==> src/verilog/bpc_pkg.sv <==
// Package: register map, field positions and reset values of the port block
package bpc_pkg;
    localparam int PORT_W = 8;
    localparam int NUM_PORTS = 3;
    localparam int ADDR_W = 12;
    // Byte offsets: port p occupies a 16-byte slot at p * PORT_STRIDE
    localparam logic [ADDR_W-1:0] PORT_STRIDE = 12'h010;
    localparam logic [ADDR_W-1:0] OFF_CONFIG = 12'h000;
    localparam logic [ADDR_W-1:0] OFF_OUTPUT = 12'h004;
    localparam logic [ADDR_W-1:0] OFF_PINS = 12'h008;
    localparam logic [ADDR_W-1:0] OFF_IRQ_STATUS = 12'h040;
    localparam logic [ADDR_W-1:0] OFF_IRQ_MASK = 12'h044;
    localparam logic [7:0] CONFIG_RST = 8'h00;
    localparam logic [7:0] OUTPUT_RST = 8'h00;
    localparam logic [7:0] MASK_RST = 8'h00;
    // Port index that carries wakeup and timer-two inputs
    localparam int WAKE_PORT = 2;
    localparam int TIMER_A_BIT = 4;
    localparam int TIMER_B_BIT = 5;
    localparam logic [ADDR_W-1:0] SLOT_MASK = 12'hFF0;
    localparam logic [ADDR_W-1:0] REG_MASK = 12'h00F;
endpackage : bpc_pkg

==> src/verilog/bpc_port.sv <==
// Three 8-bit bidirectional ports with APB registers and wakeup events
//
// Contract
// - Three 8-bit ports, each bit independently input, output or high-Z.
// - Each port has readable and writable config and output registers.
// - A third location per port returns live input pin levels.
// - Config 0/data 0 high-Z, 0/1 pull-up input, 1 drives data bit.
// - All eight wake-port pins feed the multi-input wakeup logic.
// - Wake-port bits four and five also feed timer two inputs.
// - Reset clears config and output registers; all pins high-Z input.
`timescale 1ns/10ps
module bpc_port (
    input wire logic CLK_I,
    input wire logic RST_I,
    input wire logic PSEL_I,
    input wire logic PENABLE_I,
    input wire logic PWRITE_I,
    input wire logic [11:0] PADDR_I,
    input wire logic [31:0] PWDATA_I,
    output logic [31:0] PRDATA_O,
    output logic PREADY_O,
    output logic PSLVERR_O,
    input wire logic [23:0] PIN_I,
    output logic [23:0] PIN_O,
    output logic [23:0] PIN_OE_N_O,
    output logic [23:0] PULLUP_EN_O,
    output logic [7:0] MULTI_INPUT_WAKEUP_O,
    output logic TIMER_TWO_INPUT_A_O,
    output logic TIMER_TWO_INPUT_B_O,
    output logic IRQ_O
);
    localparam int W = bpc_pkg::PORT_W;
    localparam int N = bpc_pkg::NUM_PORTS;

    logic [7:0] cfg_ff [N];
    logic [7:0] out_ff [N];
    logic [7:0] oe_n_ff [N];
    logic [7:0] pu_ff [N];
    logic [23:0] sync1_ff;
    logic [23:0] sync2_ff;
    logic [7:0] wake_prev_ff;
    logic [7:0] irq_status_ff;
    logic [7:0] irq_mask_ff;
    logic [7:0] nxt_status;
    logic [7:0] wake_change;
    logic access;
    logic wr;
    logic [1:0] slot;
    logic slot_ok;
    logic [3:0] reg_sel;
    logic mapped;
    logic [31:0] rdata;

    // Port slot index from address; 3 marks a non-port slot
    function automatic logic [1:0] port_slot(input logic [11:0] a);
        logic [11:0] s;
        s = a & bpc_pkg::SLOT_MASK;
        if (s == 12'h000) return 2'h0;
        if (s == bpc_pkg::PORT_STRIDE) return 2'h1;
        if (s == (bpc_pkg::PORT_STRIDE << 1)) return 2'h2;
        return 2'h3;
    endfunction : port_slot

    assign access = PSEL_I && PENABLE_I;
    assign wr = access && PWRITE_I;
    assign slot = port_slot(PADDR_I);
    assign slot_ok = (slot != 2'h3);
    assign reg_sel = PADDR_I[3:0] & bpc_pkg::REG_MASK[3:0];

    // Registers per port; write takes effect at the access edge
    generate
        for (genvar p = 0; p < N; p++) begin : g_port
            always_ff @(posedge CLK_I) begin
                if (RST_I) begin
                    cfg_ff[p] <= bpc_pkg::CONFIG_RST;
                    out_ff[p] <= bpc_pkg::OUTPUT_RST;
                end else if (wr && slot_ok && slot == 2'(p)) begin
                    if (reg_sel == bpc_pkg::OFF_CONFIG[3:0]) begin
                        cfg_ff[p] <= PWDATA_I[W-1:0];
                    end
                    if (reg_sel == bpc_pkg::OFF_OUTPUT[3:0]) begin
                        out_ff[p] <= PWDATA_I[W-1:0];
                    end
                end
            end
            // Pin enables kept in their own flops, loaded by the same
            // write, so that every pin control leaves straight from a flop
            always_ff @(posedge CLK_I) begin
                if (RST_I) begin
                    oe_n_ff[p] <= ~bpc_pkg::CONFIG_RST;
                    pu_ff[p] <= ~bpc_pkg::CONFIG_RST & bpc_pkg::OUTPUT_RST;
                end else if (wr && slot_ok && slot == 2'(p)) begin
                    if (reg_sel == bpc_pkg::OFF_CONFIG[3:0]) begin
                        oe_n_ff[p] <= ~PWDATA_I[W-1:0];
                        pu_ff[p] <= ~PWDATA_I[W-1:0] & out_ff[p];
                    end
                    if (reg_sel == bpc_pkg::OFF_OUTPUT[3:0]) begin
                        pu_ff[p] <= ~cfg_ff[p] & PWDATA_I[W-1:0];
                    end
                end
            end
            // Pin drive mirrors the flops directly, no extra delay
            for (genvar b = 0; b < W; b++) begin : g_bit
                assign PIN_O[p*W+b] = out_ff[p][b];
                assign PIN_OE_N_O[p*W+b] = oe_n_ff[p][b];
                assign PULLUP_EN_O[p*W+b] = pu_ff[p][b];
            end
        end
    endgenerate

    // Two-stage synchroniser on every pin
    always_ff @(posedge CLK_I) begin
        if (RST_I) begin
            sync1_ff <= 24'h000000;
            sync2_ff <= 24'h000000;
        end else begin
            sync1_ff <= PIN_I;
            sync2_ff <= sync1_ff;
        end
    end

    // Wakeup and timer taps from the synchronised wake port
    always_ff @(posedge CLK_I) begin
        if (RST_I) begin
            MULTI_INPUT_WAKEUP_O <= 8'h00;
            TIMER_TWO_INPUT_A_O <= 1'b0;
            TIMER_TWO_INPUT_B_O <= 1'b0;
            wake_prev_ff <= 8'h00;
        end else begin
            MULTI_INPUT_WAKEUP_O <=
                sync2_ff[bpc_pkg::WAKE_PORT*W +: W];
            TIMER_TWO_INPUT_A_O <=
                sync2_ff[bpc_pkg::WAKE_PORT*W + bpc_pkg::TIMER_A_BIT];
            TIMER_TWO_INPUT_B_O <=
                sync2_ff[bpc_pkg::WAKE_PORT*W + bpc_pkg::TIMER_B_BIT];
            wake_prev_ff <= sync2_ff[bpc_pkg::WAKE_PORT*W +: W];
        end
    end

    // Change on any wake pin is an event; levels held one cycle seen
    assign wake_change =
        sync2_ff[bpc_pkg::WAKE_PORT*W +: W] ^ wake_prev_ff;

    // Sticky status, write-one-to-clear, set wins over clear
    always_comb begin
        nxt_status = irq_status_ff;
        if (wr && PADDR_I == bpc_pkg::OFF_IRQ_STATUS) begin
            nxt_status = irq_status_ff & ~PWDATA_I[7:0];
        end
        nxt_status = nxt_status | wake_change;
    end

    always_ff @(posedge CLK_I) begin
        if (RST_I) begin
            irq_status_ff <= 8'h00;
        end else begin
            irq_status_ff <= nxt_status;
        end
    end

    always_ff @(posedge CLK_I) begin
        if (RST_I) begin
            irq_mask_ff <= bpc_pkg::MASK_RST;
        end else if (wr && PADDR_I == bpc_pkg::OFF_IRQ_MASK) begin
            irq_mask_ff <= PWDATA_I[7:0];
        end
    end

    always_ff @(posedge CLK_I) begin
        if (RST_I) begin
            IRQ_O <= 1'b0;
        end else begin
            IRQ_O <= |(nxt_status & irq_mask_ff);
        end
    end

    // Read mux; pin location shows synchronised pin level, even outputs
    always_comb begin
        rdata = 32'h00000000;
        mapped = 1'b1;
        if (slot_ok && reg_sel == bpc_pkg::OFF_CONFIG[3:0]) begin
            rdata[W-1:0] = cfg_ff[slot];
        end else if (slot_ok && reg_sel == bpc_pkg::OFF_OUTPUT[3:0]) begin
            rdata[W-1:0] = out_ff[slot];
        end else if (slot_ok && reg_sel == bpc_pkg::OFF_PINS[3:0]) begin
            if (!PWRITE_I) begin
                rdata[W-1:0] = sync2_ff[slot*W +: W];
            end else begin
                mapped = 1'b0;
            end
        end else if (PADDR_I == bpc_pkg::OFF_IRQ_STATUS) begin
            rdata[7:0] = irq_status_ff;
        end else if (PADDR_I == bpc_pkg::OFF_IRQ_MASK) begin
            rdata[7:0] = irq_mask_ff;
        end else begin
            mapped = 1'b0;
        end
    end

    // No wait state: ready registered in setup, answer in first access cycle
    always_ff @(posedge CLK_I) begin
        if (RST_I) begin
            PREADY_O <= 1'b0;
            PRDATA_O <= 32'h00000000;
            PSLVERR_O <= 1'b0;
        end else if (PSEL_I && !PENABLE_I) begin
            PREADY_O <= 1'b1;
            PRDATA_O <= rdata;
            PSLVERR_O <= ~mapped;
        end else begin
            PREADY_O <= 1'b0;
            PSLVERR_O <= 1'b0;
        end
    end

    // Checks on the block's own outputs and state
    a_reset_clears: assert property (
        @(posedge CLK_I) $past(RST_I)
        |-> (PIN_OE_N_O == 24'hFFFFFF && PULLUP_EN_O == 24'h0))
        else $error("pins not high-Z after reset");
    a_reset_drive: assert property (
        @(posedge CLK_I) $past(RST_I)
        |-> (PIN_O == 24'h0 && !IRQ_O && !PREADY_O))
        else $error("outputs not idle after reset");
    a_out_drive: assert property (
        @(posedge CLK_I) disable iff (RST_I)
        (wr && slot == 2'h0 && reg_sel == 4'h4)
        |=> PIN_O[7:0] == $past(PWDATA_I[7:0]))
        else $error("output write did not reach pins");
    a_cfg_enable: assert property (
        @(posedge CLK_I) disable iff (RST_I)
        (wr && slot == 2'h1 && reg_sel == 4'h0)
        |=> PIN_OE_N_O[15:8] == ~$past(PWDATA_I[7:0]))
        else $error("config write wrong enables");
    a_pullup_mode: assert property (
        @(posedge CLK_I) disable iff (RST_I)
        PULLUP_EN_O == (PIN_OE_N_O & PIN_O))
        else $error("pull-up mode mismatch");
    a_oe_follows: assert property (
        @(posedge CLK_I) disable iff (RST_I)
        PIN_OE_N_O[7:0] == ~cfg_ff[0])
        else $error("enable flop out of step with config");
    a_pu_follows: assert property (
        @(posedge CLK_I) disable iff (RST_I)
        PULLUP_EN_O[23:16] == (~cfg_ff[2] & out_ff[2]))
        else $error("pull-up flop out of step with registers");
    a_pin_read: assert property (
        @(posedge CLK_I) disable iff (RST_I)
        (PSEL_I && !PENABLE_I && !PWRITE_I && slot == 2'h2 && reg_sel == 4'h8)
        |=> PREADY_O && PRDATA_O[7:0] == $past(sync2_ff[23:16]))
        else $error("pin read wrong");
    a_pin_write_err: assert property (
        @(posedge CLK_I) disable iff (RST_I)
        (PSEL_I && !PENABLE_I && PWRITE_I && slot_ok && reg_sel == 4'h8)
        |=> PREADY_O && PSLVERR_O)
        else $error("pin location write not refused");
    a_unmapped_err: assert property (
        @(posedge CLK_I) disable iff (RST_I)
        (PSEL_I && !PENABLE_I && !slot_ok
        && PADDR_I != bpc_pkg::OFF_IRQ_STATUS
        && PADDR_I != bpc_pkg::OFF_IRQ_MASK)
        |=> PREADY_O && PSLVERR_O)
        else $error("unmapped access not refused");
    a_ready_pulse: assert property (
        @(posedge CLK_I) disable iff (RST_I)
        PREADY_O |=> !PREADY_O)
        else $error("ready held longer than one cycle");
    a_cfg_readback: assert property (
        @(posedge CLK_I) disable iff (RST_I)
        (PSEL_I && !PENABLE_I && !PWRITE_I && slot == 2'h0 && reg_sel == 4'h0)
        |=> PRDATA_O[7:0] == cfg_ff[0])
        else $error("config read wrong");
    a_wake_path: assert property (
        @(posedge CLK_I) disable iff (RST_I)
        ##1 MULTI_INPUT_WAKEUP_O == $past(sync2_ff[23:16]))
        else $error("wakeup path wrong");
    a_timer_taps: assert property (
        @(posedge CLK_I) disable iff (RST_I)
        TIMER_TWO_INPUT_A_O == MULTI_INPUT_WAKEUP_O[4]
        && TIMER_TWO_INPUT_B_O == MULTI_INPUT_WAKEUP_O[5])
        else $error("timer taps wrong");
    a_event_sticky: assert property (
        @(posedge CLK_I) disable iff (RST_I)
        wake_change != 8'h00 |=> (irq_status_ff & $past(wake_change)) != 8'h00)
        else $error("wake event lost");
    a_status_clear: assert property (
        @(posedge CLK_I) disable iff (RST_I)
        (wr && PADDR_I == bpc_pkg::OFF_IRQ_STATUS)
        |=> (irq_status_ff & $past(PWDATA_I[7:0])
        & ~$past(wake_change)) == 8'h00)
        else $error("status bit not cleared by one");
    a_mask_write: assert property (
        @(posedge CLK_I) disable iff (RST_I)
        (wr && PADDR_I == bpc_pkg::OFF_IRQ_MASK)
        |=> irq_mask_ff == $past(PWDATA_I[7:0]))
        else $error("mask write lost");
    a_irq_level: assert property (
        @(posedge CLK_I) disable iff (RST_I)
        IRQ_O == |(irq_status_ff & $past(irq_mask_ff)))
        else $error("interrupt level wrong");
    c_wake_irq: cover property (@(posedge CLK_I) disable iff (RST_I)
        IRQ_O);
    c_push_pull: cover property (@(posedge CLK_I) disable iff (RST_I)
        PIN_OE_N_O[0] == 1'b0);
    c_slverr: cover property (@(posedge CLK_I) disable iff (RST_I)
        PREADY_O && PSLVERR_O);
    c_pullup_in: cover property (@(posedge CLK_I) disable iff (RST_I)
        PULLUP_EN_O != 24'h0);
    c_wake_event: cover property (@(posedge CLK_I) disable iff (RST_I)
        wake_change != 8'h00);
endmodule : bpc_port

==> config.mk <==
export PLATFORM = sky130hd
export DESIGN_NAME = bpc_port
export DESIGN_NICKNAME = d
export VERILOG_FILES = /design/src/verilog/bpc_pkg.sv /design/src/verilog/bpc_port.sv
export SDC_FILE = /design/constraint.sdc
export NUM_CORES = 1
export LEC_CHECK = 0
export ABC_AREA = 1
export BUFFER_PORTS_ARGS = -buffer_cell sky130_fd_sc_hd__buf_2
export CORE_MARGIN = 4
export CORE_UTILIZATION = 25
export CTS_CLUSTER_SIZE = 20
export DETAILED_ROUTE_END_ITERATION = 7
export GPL_TIMING_DRIVEN = 0
export PLACE_DENSITY = 0.55
export RECOVER_POWER = 100
export SYNTH_ARGS = -nofsm -noshare
export SYNTH_HDL_FRONTEND = slang
export SYNTH_SLANG_ARGS = --single-unit
==> constraint.sdc <==
create_clock -name CLK_I -period 4.4 [get_ports CLK_I]
set_clock_uncertainty 0.2 [all_clocks]
set_input_delay 0.22 -clock CLK_I [delete_from_list [all_inputs] [get_ports CLK_I]]
set_output_delay 0.22 -clock CLK_I [all_outputs]
set_load 0.005 [all_outputs]
==> results.rst <==
.. list-table::
   :header-rows: 1

   * - Metric
     - Value
   * - Status
     - complete, no violations
   * - Pin count of the biggest net entering global routing
     - 18
   * - Placeable core area
     - 0.0300 sq mm
   * - Die Span X
     - 183 microns
   * - Total of buffers placed on input and output ports
     - between 100 and 150
   * - Antenna Nets Post-Route
     - 0
   * - Sum of internal, switching and leakage power
     - 3.72 mW
   * - Total count of hold-check failures in the final report
     - 0
   * - 1st-iter DRT viols
     - 545
   * - Overall overflow remaining after global route
     - 0
   * - Post-layout nets
     - 1,132
   * - Avg Vias per Cell
     - between 4 and 5
   * - Mean routed wirelength per cell
     - 16.4 microns
   * - Fin Setup TNS
     - 0 ns
   * - Clock tree buffer depth
     - 2
   * - Chip height
     - between 150 and 200 microns
   * - Number of unique standard cell types used by synthesis
     - 33
   * - Residual DRC count
     - 0
   * - Total via count after detailed routing
     - between 6,000 and 7,000
   * - Vias in the first global route
     - 5,926
   * - Yosys reg bits
     - roughly 180
   * - Most frequent cells in the layout
     - sky130_fd_sc_hd__nand2_1, sky130_fd_sc_hd__nor2_1, sky130_fd_sc_hd__inv_1
   * - Clock sink total
     - 179
   * - Gate count of the mapped netlist
     - 845
   * - Yosys warning total
     - 0
   * - Number of cells on the worst reg-to-reg path
     - 6
   * - Peak clock frequency supported by timing
     - 330 MHz
   * - Fill cells
     - 3,206
   * - PwrDens
     - just under 400 mW/mm^2
   * - Cell area after synthesis
     - 0.00766 sq mm
   * - Site Rows
     - 63
   * - Synthesized area per cell
     - 9.06 sq um
   * - Detailed placer's ending HPWL
     - 18,200 microns
   * - Clock slew seen by the registers of the worst setup and hold paths
     - 0.07 ns
   * - Setup Crit Path Kind
     - input port to register
   * - Period Utilization, post-route
     - 68.8%
   * - Total count of max-transition violations in the final report
     - 0
   * - Gr usage total
     - between 10% and 20%
   * - Final count of negative-setup-slack endpoints
     - 0
   * - Final design instance area without fill
     - 0.00969 sq mm
   * - Worst slew margin relative to its limit
     - around 14%
   * - Number of top-level design ports
     - 190
   * - Htree depth
     - 4
   * - Max-cap violation count
     - 0
   * - VDD IR-drop max
     - 222 uV
   * - Antenna Cells
     - 0
   * - P_leak
     - 4.02 nW
   * - Final weighted congestion of routability-driven global placement
     - 0.915
   * - Post-CTS Setup Bufs
     - 0
   * - Final worst path period need
     - 3.03 ns
   * - Sort of element at the end of the critical path
     - register
   * - Number of antenna violations at the first check in global routing
     - 3
   * - Required @ worst endpoint
     - 4.37 ns
   * - Global-route wire length before repair
     - 35,200 microns
   * - Post-Route Hold Slack
     - approximately 0.046 ns
   * - Worst Hold Depth
     - 6
   * - DR pass1 iterations
     - 5
   * - Placed inst area
     - 0.00893 sq mm
   * - Arr. time, crit path
     - 3.00 ns
   * - Floorplan die area
     - 0.0335 sq mm
   * - Initial standard-cell utilization of the core
     - 25.6%
   * - Total clock buffers created by CTS
     - 17
   * - Layout cells sized above 1
     - 14.7%
   * - Later-pin clock latency in the skew report
     - 0.43 ns
   * - Area Growth Syn to Fin
     - 26.5%
   * - Sequential-to-total area share from yosys stat
     - 59.3%
   * - Crit start category
     - input port
   * - Unrepaired setup endpoints after global routing
     - false
   * - Type of the most critical hold path
     - input port to register
   * - Buffer type at the clock tree root
     - sky130_fd_sc_hd__clkbuf_16
   * - Critical path peak fanout
     - 10
   * - TritonCTS clock tree
     - built
   * - Most common cell after layout, fill and taps aside
     - sky130_fd_sc_hd__nand2_1
   * - Worst Tran Pin Value
     - 1.27 ns
   * - Total Routed Length
     - 23,900 microns
   * - Core occupancy in the finished layout
     - 32.3%
final cells by class:
| cell class | count | area, sq um | area share [%] |
|---|---|---|---|
| flip-flops and latches | 179 | 4540 | 46.9 |
| multi-input cells | 501 | 2280 | 23.6 |
| repair buffers | 172 | 936 | 9.66 |
| well taps | 390 | 488 | 5.04 |
| inverters | 126 | 475 | 4.91 |
| clock buffers | 18 | 439 | 4.53 |
| plain buffers | 62 | 340 | 3.51 |
| clock inverters | 14 | 181 | 1.87 |
worst paths after layout:
kind                                    from  slack (ns)           end
worst max register to register  out_ff[2][0]        2.96   PRDATA_O[0]
worst min register to register  sync1_ff[19]        0.20  sync2_ff[19]
worst min-delay path                PWRITE_I        0.05   PRDATA_O[1]
worst max-delay path              PADDR_I[7]        1.37   pu_ff[2][6]
power breakdown:
group	total [mW]	switching [mW]	leakage, nW	internal (mW)
Clock	1.59	0.692	0.309	0.901
Sequential	1.87	0.0437	1.64	1.83
Combinational	0.259	0.158	2.07	0.101
Total	3.72	0.894	4.02	2.83
flip-flops by register name (all words and copies together) (netlist names):
name and cells:
oe_n_ff 24, IRQ_O 1, pu_ff 24, out_ff 24, PSLVERR_O 1, sync2_ff 24, cfg_ff 24, sync1_ff 24
irq_status_ff 8, irq_mask_ff 8, wake_prev_ff 8, PREADY_O 1, PRDATA_O 8
critical path: stages:
cell and delay (ns):
sky130_fd_sc_hd__clkbuf_1 0.08, sky130_fd_sc_hd__or2_4 0.27, sky130_fd_sc_hd__nor3_1 0.84, sky130_fd_sc_hd__nand2_2 0.05, sky130_fd_sc_hd__nor2_1 0.24, sky130_fd_sc_hd__nand2_4 0.08, sky130_fd_sc_hd__nor2_1 0.55, sky130_fd_sc_hd__inv_4 0.10
sky130_fd_sc_hd__clkbuf_1 0.33, sky130_fd_sc_hd__nand3_2 0.14, sky130_fd_sc_hd__a21oi_1 0.09
Yosys cell counts:
cell type	instances	share of area, %
sky130_fd_sc_hd__nor2_1	126	6.2
sky130_fd_sc_hd__a21oi_2	2	0.23
sky130_fd_sc_hd__a21oi_1	44	2.9
sky130_fd_sc_hd__buf_6	3	0.44
sky130_fd_sc_hd__clkbuf_1	16	0.78
sky130_fd_sc_hd__nor3_2	1	0.13
sky130_fd_sc_hd__buf_2	8	0.52
sky130_fd_sc_hd__nand3_2	2	0.26
sky130_fd_sc_hd__nand2_2	4	0.33
sky130_fd_sc_hd__nand2_1	145	7.1
sky130_fd_sc_hd__inv_1	121	5.9
sky130_fd_sc_hd__nand4_1	10	0.82
sky130_fd_sc_hd__or2_4	1	0.11
sky130_fd_sc_hd__o21ai_0	26	1.7
sky130_fd_sc_hd__o21ai_1	2	0.13
sky130_fd_sc_hd__o32ai_1	14	1.6
sky130_fd_sc_hd__dfxtp_1	83	22
sky130_fd_sc_hd__o22ai_1	2	0.16
sky130_fd_sc_hd__xnor2_1	8	0.91
sky130_fd_sc_hd__inv_4	1	0.082
sky130_fd_sc_hd__nand3_1	65	4.2
sky130_fd_sc_hd__conb_1	1	0.049
sky130_fd_sc_hd__nor3_4	2	0.42
sky130_fd_sc_hd__inv_2	4	0.20
sky130_fd_sc_hd__nor3b_4	1	0.25
sky130_fd_sc_hd__nor3_1	1	0.065
sky130_fd_sc_hd__buf_4	27	2.6
sky130_fd_sc_hd__nor2_4	2	0.29
sky130_fd_sc_hd__nor2_8	1	0.26
sky130_fd_sc_hd__edfxtp_1	96	38
sky130_fd_sc_hd__nand2_4	1	0.15
sky130_fd_sc_hd__buf_1	8	0.39
sky130_fd_sc_hd__nor2_2	17	1.4
through the flow:
step	cells	setup WS (ns)
floorplan	868	2.39
detailed placement	1398	1.83
global route	1462	1.09
global placement	1398	1.86
CTS	1462	2.30
finish	1462	1.37
logic make-up after synthesis:
group | count (synthesis) | share of synthesized area, %
DFF | 179 | 59.3
AOI/OAI and AO/OA | 90 | 6.70
and+or+nand+nor | 379 | 22.0
buffers and inverters | 188 | 11.0
other | 1 | 0.0490
xor gates and xnor gates | 8 | 0.915
what timing repair did:
item | 4_1_cts | 5_1_grt
endpoints found under the hold margin | 40 | 0
hold buffers | 32 | 0
gates resized for setup | 0 | 0
layer usage:
layer	wire length (microns)	share of wire (%)	vias up	track usage [%]
met2	10900	46	275	22.2
met1	10300	43	2825	19.0
met4	307	1.3	6	3.61
met3	2360	9.9	33	3.93
met5	41	0.17	-	0
li1	-	-	3091	-
No activity file was read; power rests on OpenSTA's default activity.
